$ cat config.mk
export PLATFORM = sky130hd
export DESIGN_NAME = sps_reset_seq
export DESIGN_NICKNAME = d
export VERILOG_FILES = /design/src/sps_pkg.sv /design/src/sps_reset_seq.sv /design/src/sps_strap_store.sv /design/src/sps_timer.sv
export SDC_FILE = /design/constraint.sdc
export NUM_CORES = 1
export LEC_CHECK = 0
export BUFFER_PORTS_ARGS = -buffer_cell sky130_fd_sc_hd__buf_2
export CAP_MARGIN = 25
export CORE_ASPECT_RATIO = 0.8
export CORE_MARGIN = 2
export CORE_UTILIZATION = 58
export DETAILED_ROUTE_END_ITERATION = 7
export PLACE_DENSITY = 0.88
export SLEW_MARGIN = 5
export SYNTH_ARGS = -nofsm -noshare
export SYNTH_HDL_FRONTEND = slang
export SYNTH_HIERARCHICAL = 1
export SYNTH_SLANG_ARGS = --single-unit
$ cat constraint.sdc
create_clock -name hclk -period 7.1 [get_ports hclk]
set_input_delay 1.42 -clock hclk [delete_from_list [all_inputs] [get_ports hclk]]
set_output_delay 1.42 -clock hclk [all_outputs]
set_load 0.05 [all_outputs]
$ cat src/sps_pkg.sv
// Shared constants, register map and types of the switch reset sequencer
package sps_pkg;

  // ==========================================================================
  // Timing
  localparam int CLK_MHZ      = 20;
  localparam int POR_TIME_MS  = 23;
  localparam int PIN_TIME_US  = 760;
  localparam int PHY_TIME_US  = 110;
  localparam int EMU_TIME_US  = 1;
  localparam int POR_CYCLES   = POR_TIME_MS * 1000 * CLK_MHZ;
  localparam int PIN_CYCLES   = PIN_TIME_US * CLK_MHZ;
  localparam int SEQ_W        = 20;
  localparam int XT_W         = 12;
  localparam logic [XT_W-1:0] PHY_CYCLES = XT_W'(PHY_TIME_US * CLK_MHZ);
  localparam logic [XT_W-1:0] EMU_CYCLES = XT_W'(EMU_TIME_US * CLK_MHZ);
  localparam int NUM_SM       = 3;

  // ==========================================================================
  // Register byte offsets
  localparam logic [7:0] OFS_PROBE     = 8'h00;
  localparam logic [7:0] OFS_HWCFG     = 8'h04;
  localparam logic [7:0] OFS_RSTCTL    = 8'h08;
  localparam logic [7:0] OFS_P1_BASIC  = 8'h0C;
  localparam logic [7:0] OFS_P2_BASIC  = 8'h10;
  localparam logic [7:0] OFS_EMU_BASIC = 8'h14;
  localparam logic [7:0] OFS_LDCMD     = 8'h18;

  // ==========================================================================
  // Field positions and values
  localparam int RC_CORE    = 0;
  localparam int RC_P1      = 1;
  localparam int BC_RESET   = 15;
  localparam int HW_READY   = 0;
  localparam int HW_LD_BUSY = 1;
  localparam int LC_RELOAD  = 0;
  localparam int LC_BUSY    = 31;
  localparam logic [31:0] PROBE_VALUE   = 32'h87654321;
  localparam logic [31:0] PROBE_INVALID = 32'h00000000;
  localparam logic [31:0] WORD_ZERO     = 32'h00000000;
  localparam logic        RESP_OKAY     = 1'h0;

  // ==========================================================================
  // Types
  typedef enum logic [2:0] {
    ST_POR       = 3'b000,
    ST_PIN_HOLD  = 3'b001,
    ST_SERIAL    = 3'b010,
    ST_LOAD      = 3'b011,
    ST_LOAD_WAIT = 3'b100,
    ST_READY     = 3'b101
  } sps_state_e;

  typedef struct packed {
    logic       chip;             // Whole-device reset
    logic       core;             // All sub-modules except transceivers
    logic       serial_if;        // Serial management interfaces
    logic       keep_immune;      // Core reset: immune bits hold
    logic [1:0] xcvr;             // Transceiver logic reset
    logic [1:0] xcvr_reg;         // Transceiver register reset
    logic [1:0] xcvr_keep_immune; // Transceiver immune bits hold
    logic       emu;              // Emulated transceiver reset
  } sps_resets_s;

  typedef struct packed {
    sps_state_e         state;
    logic               chip;
    logic               ld_busy;
    logic               dp_write;
    logic [7:0]         dp_addr;
    logic [31:0]        hrdata;
    logic [NUM_SM-1:0]  src_basic;
    logic [NUM_SM-1:0]  src_pd;
    logic [1:0]         pd_q;
  } sps_main_s;

endpackage : sps_pkg

$ cat src/sps_reset_seq.sv
// Reset sequencer of a three-port switch with its AHB-Lite registers
`timescale 1ns/1ps
`default_nettype none
module sps_reset_seq #(
  parameter int POR_CYC = sps_pkg::POR_CYCLES,
  parameter int PIN_CYC = sps_pkg::PIN_CYCLES,
  parameter int STRAP_W = 8
) (
  input  wire logic               hclk,                  // Clock, 20 MHz
  input  wire logic               hresetn,               // Power-on reset
  input  wire logic               hsel,                  // Slave select
  input  wire logic [31:0]        haddr,                 // Byte address
  input  wire logic [1:0]         htrans,                // Transfer type
  input  wire logic               hwrite,                // Write access
  input  wire logic [2:0]         hsize,                 // Word only
  input  wire logic [31:0]        hwdata,                // Write data
  input  wire logic               hready,                // Bus ready
  output logic                    hreadyout,             // Never waits
  output logic                    hresp,                 // Always OKAY
  output logic [31:0]             hrdata,                // Read data
  input  wire logic               external_reset_pin_n,  // Reset pin
  input  wire logic [1:0]         transceiver_powerdown, // Power-down
  input  wire logic               eeprom_present,        // EEPROM valid
  input  wire logic               loader_done,           // Loader end
  input  wire logic               loader_strap_we,       // Override
  input  wire logic [STRAP_W-1:0] loader_strap_data,     // Override data
  input  wire logic [STRAP_W-1:0] strap_pins,            // Strap pins
  output logic                    loader_start,          // Run loader
  output logic [STRAP_W-1:0]      strap_value,           // Straps in use
  output sps_pkg::sps_resets_s    resets,                // Reset scopes
  output logic                    device_ready           // Ready flag
);

  sps_pkg::sps_main_s r;
  sps_pkg::sps_main_s next_r;

  logic                       seq_start;
  logic [sps_pkg::SEQ_W-1:0]  seq_load;
  logic                       seq_busy;
  logic                       strap_latch;
  logic                       strap_revert;
  logic                       addr_acc;
  logic                       wr_ok;
  logic                       core_act;
  logic                       ready;
  logic [31:0]                rd_word;
  logic [sps_pkg::NUM_SM-1:0] sm_req;
  logic [sps_pkg::NUM_SM-1:0] sm_basic;
  logic [sps_pkg::NUM_SM-1:0] sm_busy;
  logic [sps_pkg::NUM_SM-1:0] pd_fall;

  // ==========================================================================
  // Decoding
  function automatic logic [7:0] basic_ofs(input int idx);
    if (idx == 0)
      return sps_pkg::OFS_P1_BASIC;
    else if (idx == 1)
      return sps_pkg::OFS_P2_BASIC;
    else
      return sps_pkg::OFS_EMU_BASIC;
  endfunction : basic_ofs

  function automatic logic [sps_pkg::XT_W-1:0] sm_cycles(input int idx);
    if (idx < 2)
      return sps_pkg::PHY_CYCLES;
    else
      return sps_pkg::EMU_CYCLES;
  endfunction : sm_cycles

  assign ready    = (r.state == sps_pkg::ST_READY);
  assign core_act = (r.state == sps_pkg::ST_POR) ||
                    (r.state == sps_pkg::ST_PIN_HOLD) ||
                    (r.state == sps_pkg::ST_SERIAL);
  assign addr_acc = hsel && hready && htrans[1];
  // Writes before ready are dropped without an error answer
  assign wr_ok    = r.dp_write && ready;
  assign pd_fall  = {1'b0, r.pd_q & ~transceiver_powerdown};

  // ==========================================================================
  // Read data, captured in the address phase
  always_comb
  begin
    rd_word = sps_pkg::WORD_ZERO;
    if (haddr[7:0] == sps_pkg::OFS_PROBE)
      rd_word = core_act ? sps_pkg::PROBE_INVALID
                         : sps_pkg::PROBE_VALUE;
    else if (haddr[7:0] == sps_pkg::OFS_HWCFG)
    begin
      rd_word[sps_pkg::HW_READY]   = ready;
      rd_word[sps_pkg::HW_LD_BUSY] = r.ld_busy;
    end
    else if (haddr[7:0] == sps_pkg::OFS_RSTCTL)
      rd_word[sps_pkg::RC_P1 +: sps_pkg::NUM_SM] = sm_busy;
    else if (!ready)
      rd_word = sps_pkg::WORD_ZERO;
    else if (haddr[7:0] == sps_pkg::OFS_P1_BASIC)
      rd_word[sps_pkg::BC_RESET] = sm_busy[0];
    else if (haddr[7:0] == sps_pkg::OFS_P2_BASIC)
      rd_word[sps_pkg::BC_RESET] = sm_busy[1];
    else if (haddr[7:0] == sps_pkg::OFS_EMU_BASIC)
      rd_word[sps_pkg::BC_RESET] = sm_busy[2];
    else if (haddr[7:0] == sps_pkg::OFS_LDCMD)
      rd_word[sps_pkg::LC_BUSY] = r.ld_busy;
  end

  // ==========================================================================
  // Single-module requests
  always_comb
  begin
    for (int i = 0; i < sps_pkg::NUM_SM; i++)
    begin
      sm_basic[i] = wr_ok && (r.dp_addr == basic_ofs(i)) &&
                    hwdata[sps_pkg::BC_RESET];
      sm_req[i]   = sm_basic[i] || pd_fall[i] ||
                    (wr_ok && (r.dp_addr == sps_pkg::OFS_RSTCTL) &&
                     hwdata[sps_pkg::RC_P1 + i]);
    end
  end

  // ==========================================================================
  // Sequencer
  always_comb
  begin
    next_r       = r;
    seq_start    = 1'b0;
    seq_load     = '0;
    strap_latch  = 1'b0;
    strap_revert = 1'b0;
    loader_start = 1'b0;
    next_r.pd_q  = transceiver_powerdown;

    if (addr_acc)
    begin
      next_r.dp_write = hwrite;
      next_r.dp_addr  = haddr[7:0];
      if (!hwrite)
        next_r.hrdata = rd_word;
    end
    else
      next_r.dp_write = 1'b0;

    for (int i = 0; i < sps_pkg::NUM_SM; i++)
    begin
      if (sm_req[i])
      begin
        next_r.src_basic[i] = sm_basic[i];
        next_r.src_pd[i]    = pd_fall[i];
      end
    end

    // Clear before set so a start in the done cycle is kept
    if (loader_done)
      next_r.ld_busy = 1'b0;

    case (r.state)
      sps_pkg::ST_POR:
      begin
        seq_start    = 1'b1;
        seq_load     = sps_pkg::SEQ_W'(POR_CYC);
        strap_latch  = 1'b1;
        next_r.state = sps_pkg::ST_SERIAL;
      end
      sps_pkg::ST_PIN_HOLD:
      begin
        if (external_reset_pin_n)
        begin
          seq_start    = 1'b1;
          seq_load     = sps_pkg::SEQ_W'(PIN_CYC);
          strap_latch  = 1'b1;
          next_r.state = sps_pkg::ST_SERIAL;
        end
      end
      sps_pkg::ST_SERIAL:
      begin
        if (!seq_busy)
          next_r.state = sps_pkg::ST_LOAD;
      end
      sps_pkg::ST_LOAD:
      begin
        loader_start   = 1'b1;
        next_r.ld_busy = 1'b1;
        next_r.state   = sps_pkg::ST_LOAD_WAIT;
      end
      sps_pkg::ST_LOAD_WAIT:
      begin
        if (loader_done)
        begin
          next_r.chip  = 1'b0;
          next_r.state = sps_pkg::ST_READY;
        end
      end
      sps_pkg::ST_READY:
      begin
        if (wr_ok && (r.dp_addr == sps_pkg::OFS_RSTCTL) &&
            hwdata[sps_pkg::RC_CORE])
        begin
          seq_start    = 1'b1;
          seq_load     = sps_pkg::SEQ_W'(PIN_CYC);
          strap_revert = !eeprom_present;
          next_r.state = sps_pkg::ST_SERIAL;
        end
        else if (wr_ok && (r.dp_addr == sps_pkg::OFS_LDCMD) &&
                 hwdata[sps_pkg::LC_RELOAD] && !r.ld_busy)
        begin
          loader_start   = 1'b1;
          next_r.ld_busy = 1'b1;
          strap_revert   = !eeprom_present;
        end
      end
      default:
        next_r.state = sps_pkg::ST_POR;
    endcase

    // The pin overrides the state and chip flag set by every other step
    if (!external_reset_pin_n)
    begin
      next_r.chip  = 1'b1;
      next_r.state = sps_pkg::ST_PIN_HOLD;
    end
  end

  always_ff @(posedge hclk or negedge hresetn)
  begin
    if (!hresetn)
    begin
      r       <= '0;
      r.state <= sps_pkg::ST_POR;
      r.chip  <= 1'b1;
    end
    else
      r <= next_r;
  end

  // ==========================================================================
  // Reset outputs
  always_comb
  begin
    resets.chip        = r.chip && core_act;
    resets.core        = core_act;
    resets.serial_if   = core_act;
    resets.keep_immune = core_act && !r.chip;
    for (int i = 0; i < 2; i++)
    begin
      resets.xcvr[i]     = resets.chip || sm_busy[i];
      resets.xcvr_reg[i] = resets.chip ||
                           (sm_busy[i] && !r.src_pd[i]);
      resets.xcvr_keep_immune[i] = !resets.chip && sm_busy[i] &&
                                   r.src_basic[i];
    end
    resets.emu = resets.chip || sm_busy[2];
  end

  assign device_ready = ready;
  assign hreadyout    = 1'b1;
  assign hresp        = sps_pkg::RESP_OKAY;
  assign hrdata       = r.hrdata;

  // ==========================================================================
  // Timers and straps
  sps_timer #(
    .W (sps_pkg::SEQ_W)
  ) u_seq_timer (
    .hclk    (hclk),
    .hresetn (hresetn),
    .start   (seq_start),
    .load    (seq_load),
    .busy    (seq_busy)
  );

  genvar g;
  generate
    for (g = 0; g < sps_pkg::NUM_SM; g++)
    begin : g_sm
      sps_timer #(
        .W (sps_pkg::XT_W)
      ) u_sm_timer (
        .hclk    (hclk),
        .hresetn (hresetn),
        .start   (sm_req[g]),
        .load    (sm_cycles(g)),
        .busy    (sm_busy[g])
      );
    end
  endgenerate

  sps_strap_store #(
    .W (STRAP_W)
  ) u_straps (
    .hclk    (hclk),
    .hresetn (hresetn),
    .latch   (strap_latch),
    .pins    (strap_pins),
    .revert  (strap_revert),
    .ld_we   (loader_strap_we),
    .ld_data (loader_strap_data),
    .value   (strap_value)
  );

  // ==========================================================================
  // Checks
  a_chip_all_resets: assert property (
    @(posedge hclk) disable iff (!hresetn)
    resets.chip |-> (resets.core && resets.serial_if &&
                     (resets.xcvr == 2'h3) && resets.emu))
    else $error("chip reset does not cover every scope");

  a_loader_after_base: assert property (
    @(posedge hclk) disable iff (!hresetn)
    (r.state == sps_pkg::ST_SERIAL && !seq_busy &&
     external_reset_pin_n) |=> loader_start)
    else $error("loader not started after base interval");

  a_probe_invalid: assert property (
    @(posedge hclk) disable iff (!hresetn)
    (addr_acc && !hwrite && haddr[7:0] == sps_pkg::OFS_PROBE &&
     core_act) |=> (hrdata == sps_pkg::PROBE_INVALID))
    else $error("probe readable during serial reset");

  a_ready_after_load: assert property (
    @(posedge hclk) disable iff (!hresetn)
    $rose(device_ready) |-> $past(loader_done))
    else $error("ready set without loader end");

  a_ready_low_reset: assert property (
    @(posedge hclk) disable iff (!hresetn)
    resets.core |-> !device_ready)
    else $error("ready high during reset");

  a_early_write_drop: assert property (
    @(posedge hclk) disable iff (!hresetn)
    (r.dp_write && !ready && !sm_busy[0] && !pd_fall[0]) |=> !sm_busy[0])
    else $error("write honoured before ready");

  a_core_spares_phy: assert property (
    @(posedge hclk) disable iff (!hresetn)
    (resets.core && !r.chip && !sm_busy[0]) |-> !resets.xcvr[0])
    else $error("core reset reached a transceiver");

  a_emu_self_clear: assert property (
    @(posedge hclk) disable iff (!hresetn)
    ($rose(sm_busy[2]) && !sm_req[2]) |-> ##19 (sm_busy[2] || sm_req[2])
      ##1 (!sm_busy[2] || $past(sm_req[2])))
    else $error("emulated reset bit timing wrong");

  a_pd_keeps_regs: assert property (
    @(posedge hclk) disable iff (!hresetn)
    (sm_busy[0] && r.src_pd[0] && !resets.chip) |-> !resets.xcvr_reg[0])
    else $error("power-down reset cleared registers");

endmodule : sps_reset_seq
`default_nettype wire

$ cat src/sps_strap_store.sv
// Latched configuration straps with loader override
`timescale 1ns/1ps
`default_nettype none
module sps_strap_store #(
  parameter int W = 8
) (
  input  wire logic         hclk,     // System clock
  input  wire logic         hresetn,  // Async reset, active low
  input  wire logic         latch,    // Sample the strap pins
  input  wire logic [W-1:0] pins,     // Strap pin levels
  input  wire logic         revert,   // Back to last latched values
  input  wire logic         ld_we,    // Loader override strobe
  input  wire logic [W-1:0] ld_data,  // Loader override value
  output logic      [W-1:0] value     // Strap value in use
);

  typedef struct packed {
    logic [W-1:0] latched;
    logic [W-1:0] value;
  } sps_strap_s;

  sps_strap_s r;
  sps_strap_s next_r;

  // ==========================================================================
  // Pins are sampled by a clocked step after the release, never in reset
  always_comb
  begin
    next_r = r;
    if (latch)
    begin
      next_r.latched = pins;
      next_r.value   = pins;
    end
    else if (ld_we)
      next_r.value = ld_data;
    else if (revert)
      next_r.value = r.latched;
  end

  always_ff @(posedge hclk or negedge hresetn)
  begin
    if (!hresetn)
      r <= '0;
    else
      r <= next_r;
  end

  assign value = r.value;

endmodule : sps_strap_store
`default_nettype wire

$ cat src/sps_timer.sv
// Down-counter that runs one reset interval
`timescale 1ns/1ps
`default_nettype none
module sps_timer #(
  parameter int W = 12
) (
  input  wire logic         hclk,    // System clock
  input  wire logic         hresetn, // Async reset, active low
  input  wire logic         start,   // Load and start
  input  wire logic [W-1:0] load,    // Interval in cycles
  output logic              busy     // Interval running
);

  typedef struct packed {
    logic [W-1:0] cnt;
  } sps_tmr_s;

  sps_tmr_s r;
  sps_tmr_s next_r;

  // ==========================================================================
  // Counter
  always_comb
  begin
    next_r = r;
    if (start)
      next_r.cnt = load;
    else if (r.cnt != '0)
      next_r.cnt = r.cnt - W'(1);
  end

  always_ff @(posedge hclk or negedge hresetn)
  begin
    if (!hresetn)
      r <= '0;
    else
      r <= next_r;
  end

  assign busy = (r.cnt != '0);

endmodule : sps_timer
`default_nettype wire

# After elaboration in Yosys (flattened, before gate mapping)
# Cells that the tools add are included.
totals:
  register_bits: 124
  latchBits: 0
  ram_bits: 0
  mem_bits_ro: 0
  inputBits: 96
  output_inout_bits: 55
  wordCells: 153
  mem_count: 0
op_classes:
  addsub: 4
  multipliers: 0
  div: 0
  n_lt_le_gt_ge: 0
  eq_ne: 21
  shifts: 0
  mux: 50
  n_bitwise: 3
  reduce_logical: 58
ops:
  columns: ["cell", "count"]
  rows:
  - ["12-bit 2-to-1 mux", 6]
  - ["32-bit 2-to-1 mux", 2]
  - ["19-bit case mux with 3 select lines", 1]
  - ["8-bit by 5-bit == test with 1-bit output (second input constant)", 6]
  - ["20-bit 2-to-1 mux", 2]
  - ["12-bit nonzero test", 3]
  - ["12-bit by 1-bit subtractor with 12-bit output (second input constant)", 3]
  - ["8-bit by 4-bit == test with 1-bit output (second input constant)", 4]
  - ["30-bit 2-to-1 mux", 1]
  - ["14-bit 2-to-1 mux", 2]
  - ["28-bit 2-to-1 mux", 1]
  - ["1-bit logical AND", 25]
  - ["8-bit 2-to-1 mux", 3]
  - ["1-bit 2-to-1 mux", 21]
  - ["20-bit nonzero test", 1]
  - ["20-bit by 1-bit subtractor with 20-bit output (second input constant)", 1]
  - ["3-bit case mux with 5 select lines", 1]
  - ["1-bit logical OR", 12]
  - ["3-bit 2-to-1 mux", 3]
  - ["8-bit by 3-bit == test with 1-bit output (second input constant)", 1]
  - ["8-bit logical NOT", 1]
  - ["4-bit 2-to-1 mux", 2]
  - ["2-bit nonzero test", 4]
  - ["3-bit by 2-bit == test with 1-bit output (second input constant)", 2]
  - ["17 further kinds", 28]

# Longest topological paths before layout
depth:
  ltp_word: 11
  mapped_depth: 10
  ltp_nobuf: 9

# Modules after synthesis
# The synthesis kept the hierarchy.
by_module_without_submodules:
  columns: ["mod", "n_inst", "cells_per_inst", "area_each_um2", "seq_area_each_um2"]
  rows:
  - ["sps_timer (g_sm[0].u_sm_timer ...)", 3, 72, 720.7, 300.3]
  - ["sps_reset_seq", 1, 191, 1724.2, 676.9]
  - ["sps_timer (u_seq_timer)", 1, 149, 1336.3, 500.5]
  - ["sps_strap_store", 1, 95, 857.1, 400.4]

# Worst setup path before layout
# OpenSTA, ideal clock, no wires.
synth_path:
  kind: "input port to output port"
  from: "input port hwdata[0]"
  to: "output port loader_start"
  arrival_ns: 2.530
  required_time_ns: 5.680
  slack_ns: 3.150
  stages: 3
  path_cell_list: "nor2b_1 > nand4_1 > o22ai_1"
synth_via:
  elab_chain_cells: 5
  elab_cells_between_ends: 6
  cone_classes: "3 x mux; 3 x reduce/logical"
synth_lines:
  columns: ["item", "line_no", "source"]
  rows:
  - ["start: declaration", "sps_reset_seq.sv:16", "input wire logic [31:0] hwdata,"]
  - ["1-bit logical AND", "sps_reset_seq.sv:202", "else if (wr_ok && (r.dp_addr == sps_pkg::OFS_LDCMD) &&"]
  - ["1-bit logical AND", "sps_reset_seq.sv:203", "hwdata[sps_pkg::LC_RELOAD] && !r.ld_busy)"]
  - ["1-bit 2-to-1 mux", "sps_reset_seq.sv:202", null]
  - ["1-bit 2-to-1 mux *", "sps_reset_seq.sv:194", "if (wr_ok && (r.dp_addr == sps_pkg::OFS_RSTCTL) &&"]
  - ["1-bit case mux with 2 select lines *", "sps_reset_seq.sv:155", "case (r.state)"]
  - ["end: declaration", "sps_reset_seq.sv:28", "output logic loader_start,"]
# Every way passes the cells marked *; elsewhere a longest branch is shown, timed or not.

# Worst setup path in the final report
# Ends and elaborated chain as after synthesis.

==> flow_metrics.tcl <==
set metrics [dict create \
    root_buffer "clkbuf_16" \
    num_vias 4849 \
    muxShareOfSynthArea_pct 3.25 \
    status "completed" \
    initial_core_util_pct 59.4 \
    period_share_pct 53.5 \
    synth_top_family_by_area "simple AND/OR/NAND/NOR gates" \
    p_switching_w 0.000714 \
    hpwl_mm 9.52 \
    core_area_mm2 0.0102 \
    synth-main-ff-cell "dfrtp_1" \
    rsz0062_at_grt "no" \
    insertion_delay_ps 350 \
    path_max_fanout 3 \
    port_buffers 78 \
    final_cell_mix "98 x dfrtp_1, 77 x buf_2, 61 x conb_1" \
    synth_area_mm2 0.00608 \
    post-route-util_pct 65.6 \
    overflow 0 \
    hold_class "register to register" \
    grt.total_usage_pct 24.5 \
    drcViolationCount 0 \
    max-clock-path-buffers 2 \
    ios 151 \
    cp_slowest_cell "buf_2" \
    wl_per_cell_um 15.2 \
    pwr-share-clk_pct 25.9 \
    p_seq_share_pct 42.8 \
    worst_pin_slew_ps 827 \
    fillers 794 \
    ff2ff_setup_slack_ps 4040 \
    ys_seq_area_share_pct 40.8 \
    clock_skew_ps 9.25 \
    cts_sinks 99 \
    yosysWarnings 6 \
    required_ps 5680 \
    antenna_cells 0 \
    fin_setup_tns_ps 0 \
    endpoint_kind "primary output" \
    post_synth.cell_area_avg_um2 9.34 \
    grt_max_degree 62 \
    maxSlewHeadroom_pct 44.4 \
    synth_cells 651 \
    leakagePower_nw 3.09 \
    fin_cells 874 \
    die_area_mm2 0.0113 \
    crit_path_cell_trace "buf_2 -> nor2b_1 -> nand4_1 -> o22ai_1 -> buf_2" \
    switching_share_pct 36.9 \
    maxCapViolations 0 \
    setup_viol 0 \
    grt_pass1_vias 4826 \
    synth_cell_types 79 \
    cts_buffers 9 \
    path_delay_family "buffers and inverters" \
    synth-edff-count 0 \
    cp-start-kind "input pin" \
    synth_compound_area_share_pct 16.5 \
    grt_pass1_wl_mm 22.3 \
    clock.fmax_mhz 263 \
    finalCriticalPeriod_ps 3800 \
    yosys.area_share.simple_pct 22.6 \
    die_h_um 95.6 \
    first_iter_violations 329 \
    seqCellArea_mm2 0.00248 \
    place_inst 856 \
    dr.pass1.iters 5 \
    ant_nets 0 \
    crit_path_frequent_cell "buf_2" \
    critPathArrivalTime_ps 2380 \
    criticalPathCategory "input pin to primary output" \
    drive_above_1_share_pct 22.1 \
    cts_hold_buffers 0 \
    routed_via_density 5.55 \
    die_w_um 118 \
    final_hold_viol_count 0 \
    critPathMaxStageDelay_ps 320 \
    synth_xor_area_share_pct 3.60 \
    combinationalPowerShare_pct 31.3 \
    placementRows 33 \
    grt_antenna_before_repair 0 \
    path_buf_inv 2 \
    p_int_w 0.00122 \
    synthAdderAreaFrac_pct 1.65 \
    multi_input_area_mm2 0.00314 \
    h-tree-depth 3 \
    power_density_mw_per_mm2 288 \
    async_flop_share_pct 100 \
    routabilityCongestion 0.872 \
    finalWirelength_mm 13.3 \
    cts_tree "done" \
    layout_commonest_cell "dfrtp_1" \
    vdd_drop_max_mv 0.169 \
    cts_setup_buffers 0 \
    area_growth_pct 10.4 \
    nets 833 \
    slew_violations 0 \
    synth-seq-cells 99 \
    post_cts_resized 0 \
    path_clk_slew_ps 70 \
]
[registers in the layout, indices dropped and copies added (netlist names)]
signal	cells
g_sm.u_sm_timer/r	36
u_seq_timer/r	20
u_straps/value	8
hrdata	7
u_straps/r	8
r	20
[cell families (layout without fill, tap and decap cells)]
family	after synthesis	count (layout)
AND/OR/NAND/NOR	235	235
AO/OA/AOI/OAI	141	141
buffers and inverters	123	147
flip-flops	99	99
XOR/XNOR	25	25
multiplexers	18	18
adder cells (fa/ha/maj)	8	8
other	2	61
[path summary, 6_finish.rpt]
check                      startpoint                end  cells after the start
max in group asynchronous     hresetn               r[1]                      2
max                         hwdata[0]       loader_start                      5
min reg2reg                      r[2]               r[2]                      1
min in group asynchronous     hresetn  u_straps/value[5]                      1
min                              r[2]               r[2]                      1
max reg2reg                     r[45]  u_seq_timer/r[18]                      7
[synthesized netlist by cell type (5+ instances only)]
cell type | number | area (um2)
dfrtp_1 | 98 | 2450
nand2_1 | 57 | 214
buf_4 | 45 | 338
inv_1 | 39 | 146
nor2_1 | 37 | 139
a21oi_1 | 30 | 150
xnor2_1 | 21 | 184
nand3_1 | 17 | 85.1
a22o_1 | 16 | 140
clkbuf_1 | 16 | 60.1
nand2b_1 | 15 | 93.8
o21ai_0 | 15 | 75.1
mux2_2 | 14 | 158
nor3_1 | 13 | 65.1
o21ai_1 | 13 | 65.1
or3_1 | 11 | 68.8
nor2_2 | 10 | 62.6
ha_1 | 8 | 100
nand4_1 | 8 | 50.1
nor2b_1 | 8 | 50.1
nor4_1 | 8 | 50.1
o31ai_1 | 8 | 60.1
a211oi_1 | 7 | 52.6
a221o_1 | 7 | 70.1
buf_2 | 7 | 35.0
inv_2 | 7 | 26.3
o31a_1 | 6 | 52.6
a31oi_1 | 5 | 31.3
and3_1 | 5 | 31.3
buf_6 | 5 | 56.3
nor4_2 | 5 | 62.6
nor4b_1 | 5 | 43.8
[layout make-up]
cell class	count	area share, %
Multi-Input combinational cell	488	46.7
Tap cell	140	2.61
Timing Repair Buffer	82	6.41
Clock buffer	10	3.41
Inverter	49	2.85
Sequential cell	99	36.9
Clock inverter	6	1.08
[through the flow]
| stage | total power (W) | cell area (um2) | hold WS [ps] | setup WS [ps] |
|---|---|---|---|---|
| floorplan | 0.00131 | 6300 | 443 | 3150 |
| global placement | 0.00139 | 6390 | 460 | 2920 |
| detailed placement | 0.00143 | 6390 | 471 | 2820 |
| CTS | 0.00194 | 6690 | 488 | 3200 |
| global route | 0.00205 | 6710 | 503 | 3210 |
| finish | 0.00193 | 6710 | 490 | 3300 |
[metal layers]
layer  vias up  global-route usage [%]  share of wire, %
li1       2362                       -                 -
met1      2313                    30.0                43
met4         0                    8.04               1.6
met3        20                    5.20               5.6
met5         -                       0                 0
met2       154                    43.9                50
[power by group through the flow]
stage               sequential, W  clock, W  combinational (W)
floorplan                0.000796         0           0.000515
global placement         0.000822         0           0.000566
detailed placement       0.000833         0           0.000598
CTS                      0.000824  0.000510           0.000601
global route             0.000849  0.000533           0.000672
finish                   0.000828  0.000501           0.000604
[worst reg2reg max path, delay by kind of cell (launching register included)]
kind | cells | cell delay (ps)
buffers and inverters | 1 | 390
and+or+nand+nor | 5 | 1900
AOI/OAI and AO/OA | 1 | 270
DFF | 1 | 400
No activity file was read; power rests on OpenSTA's default activity.
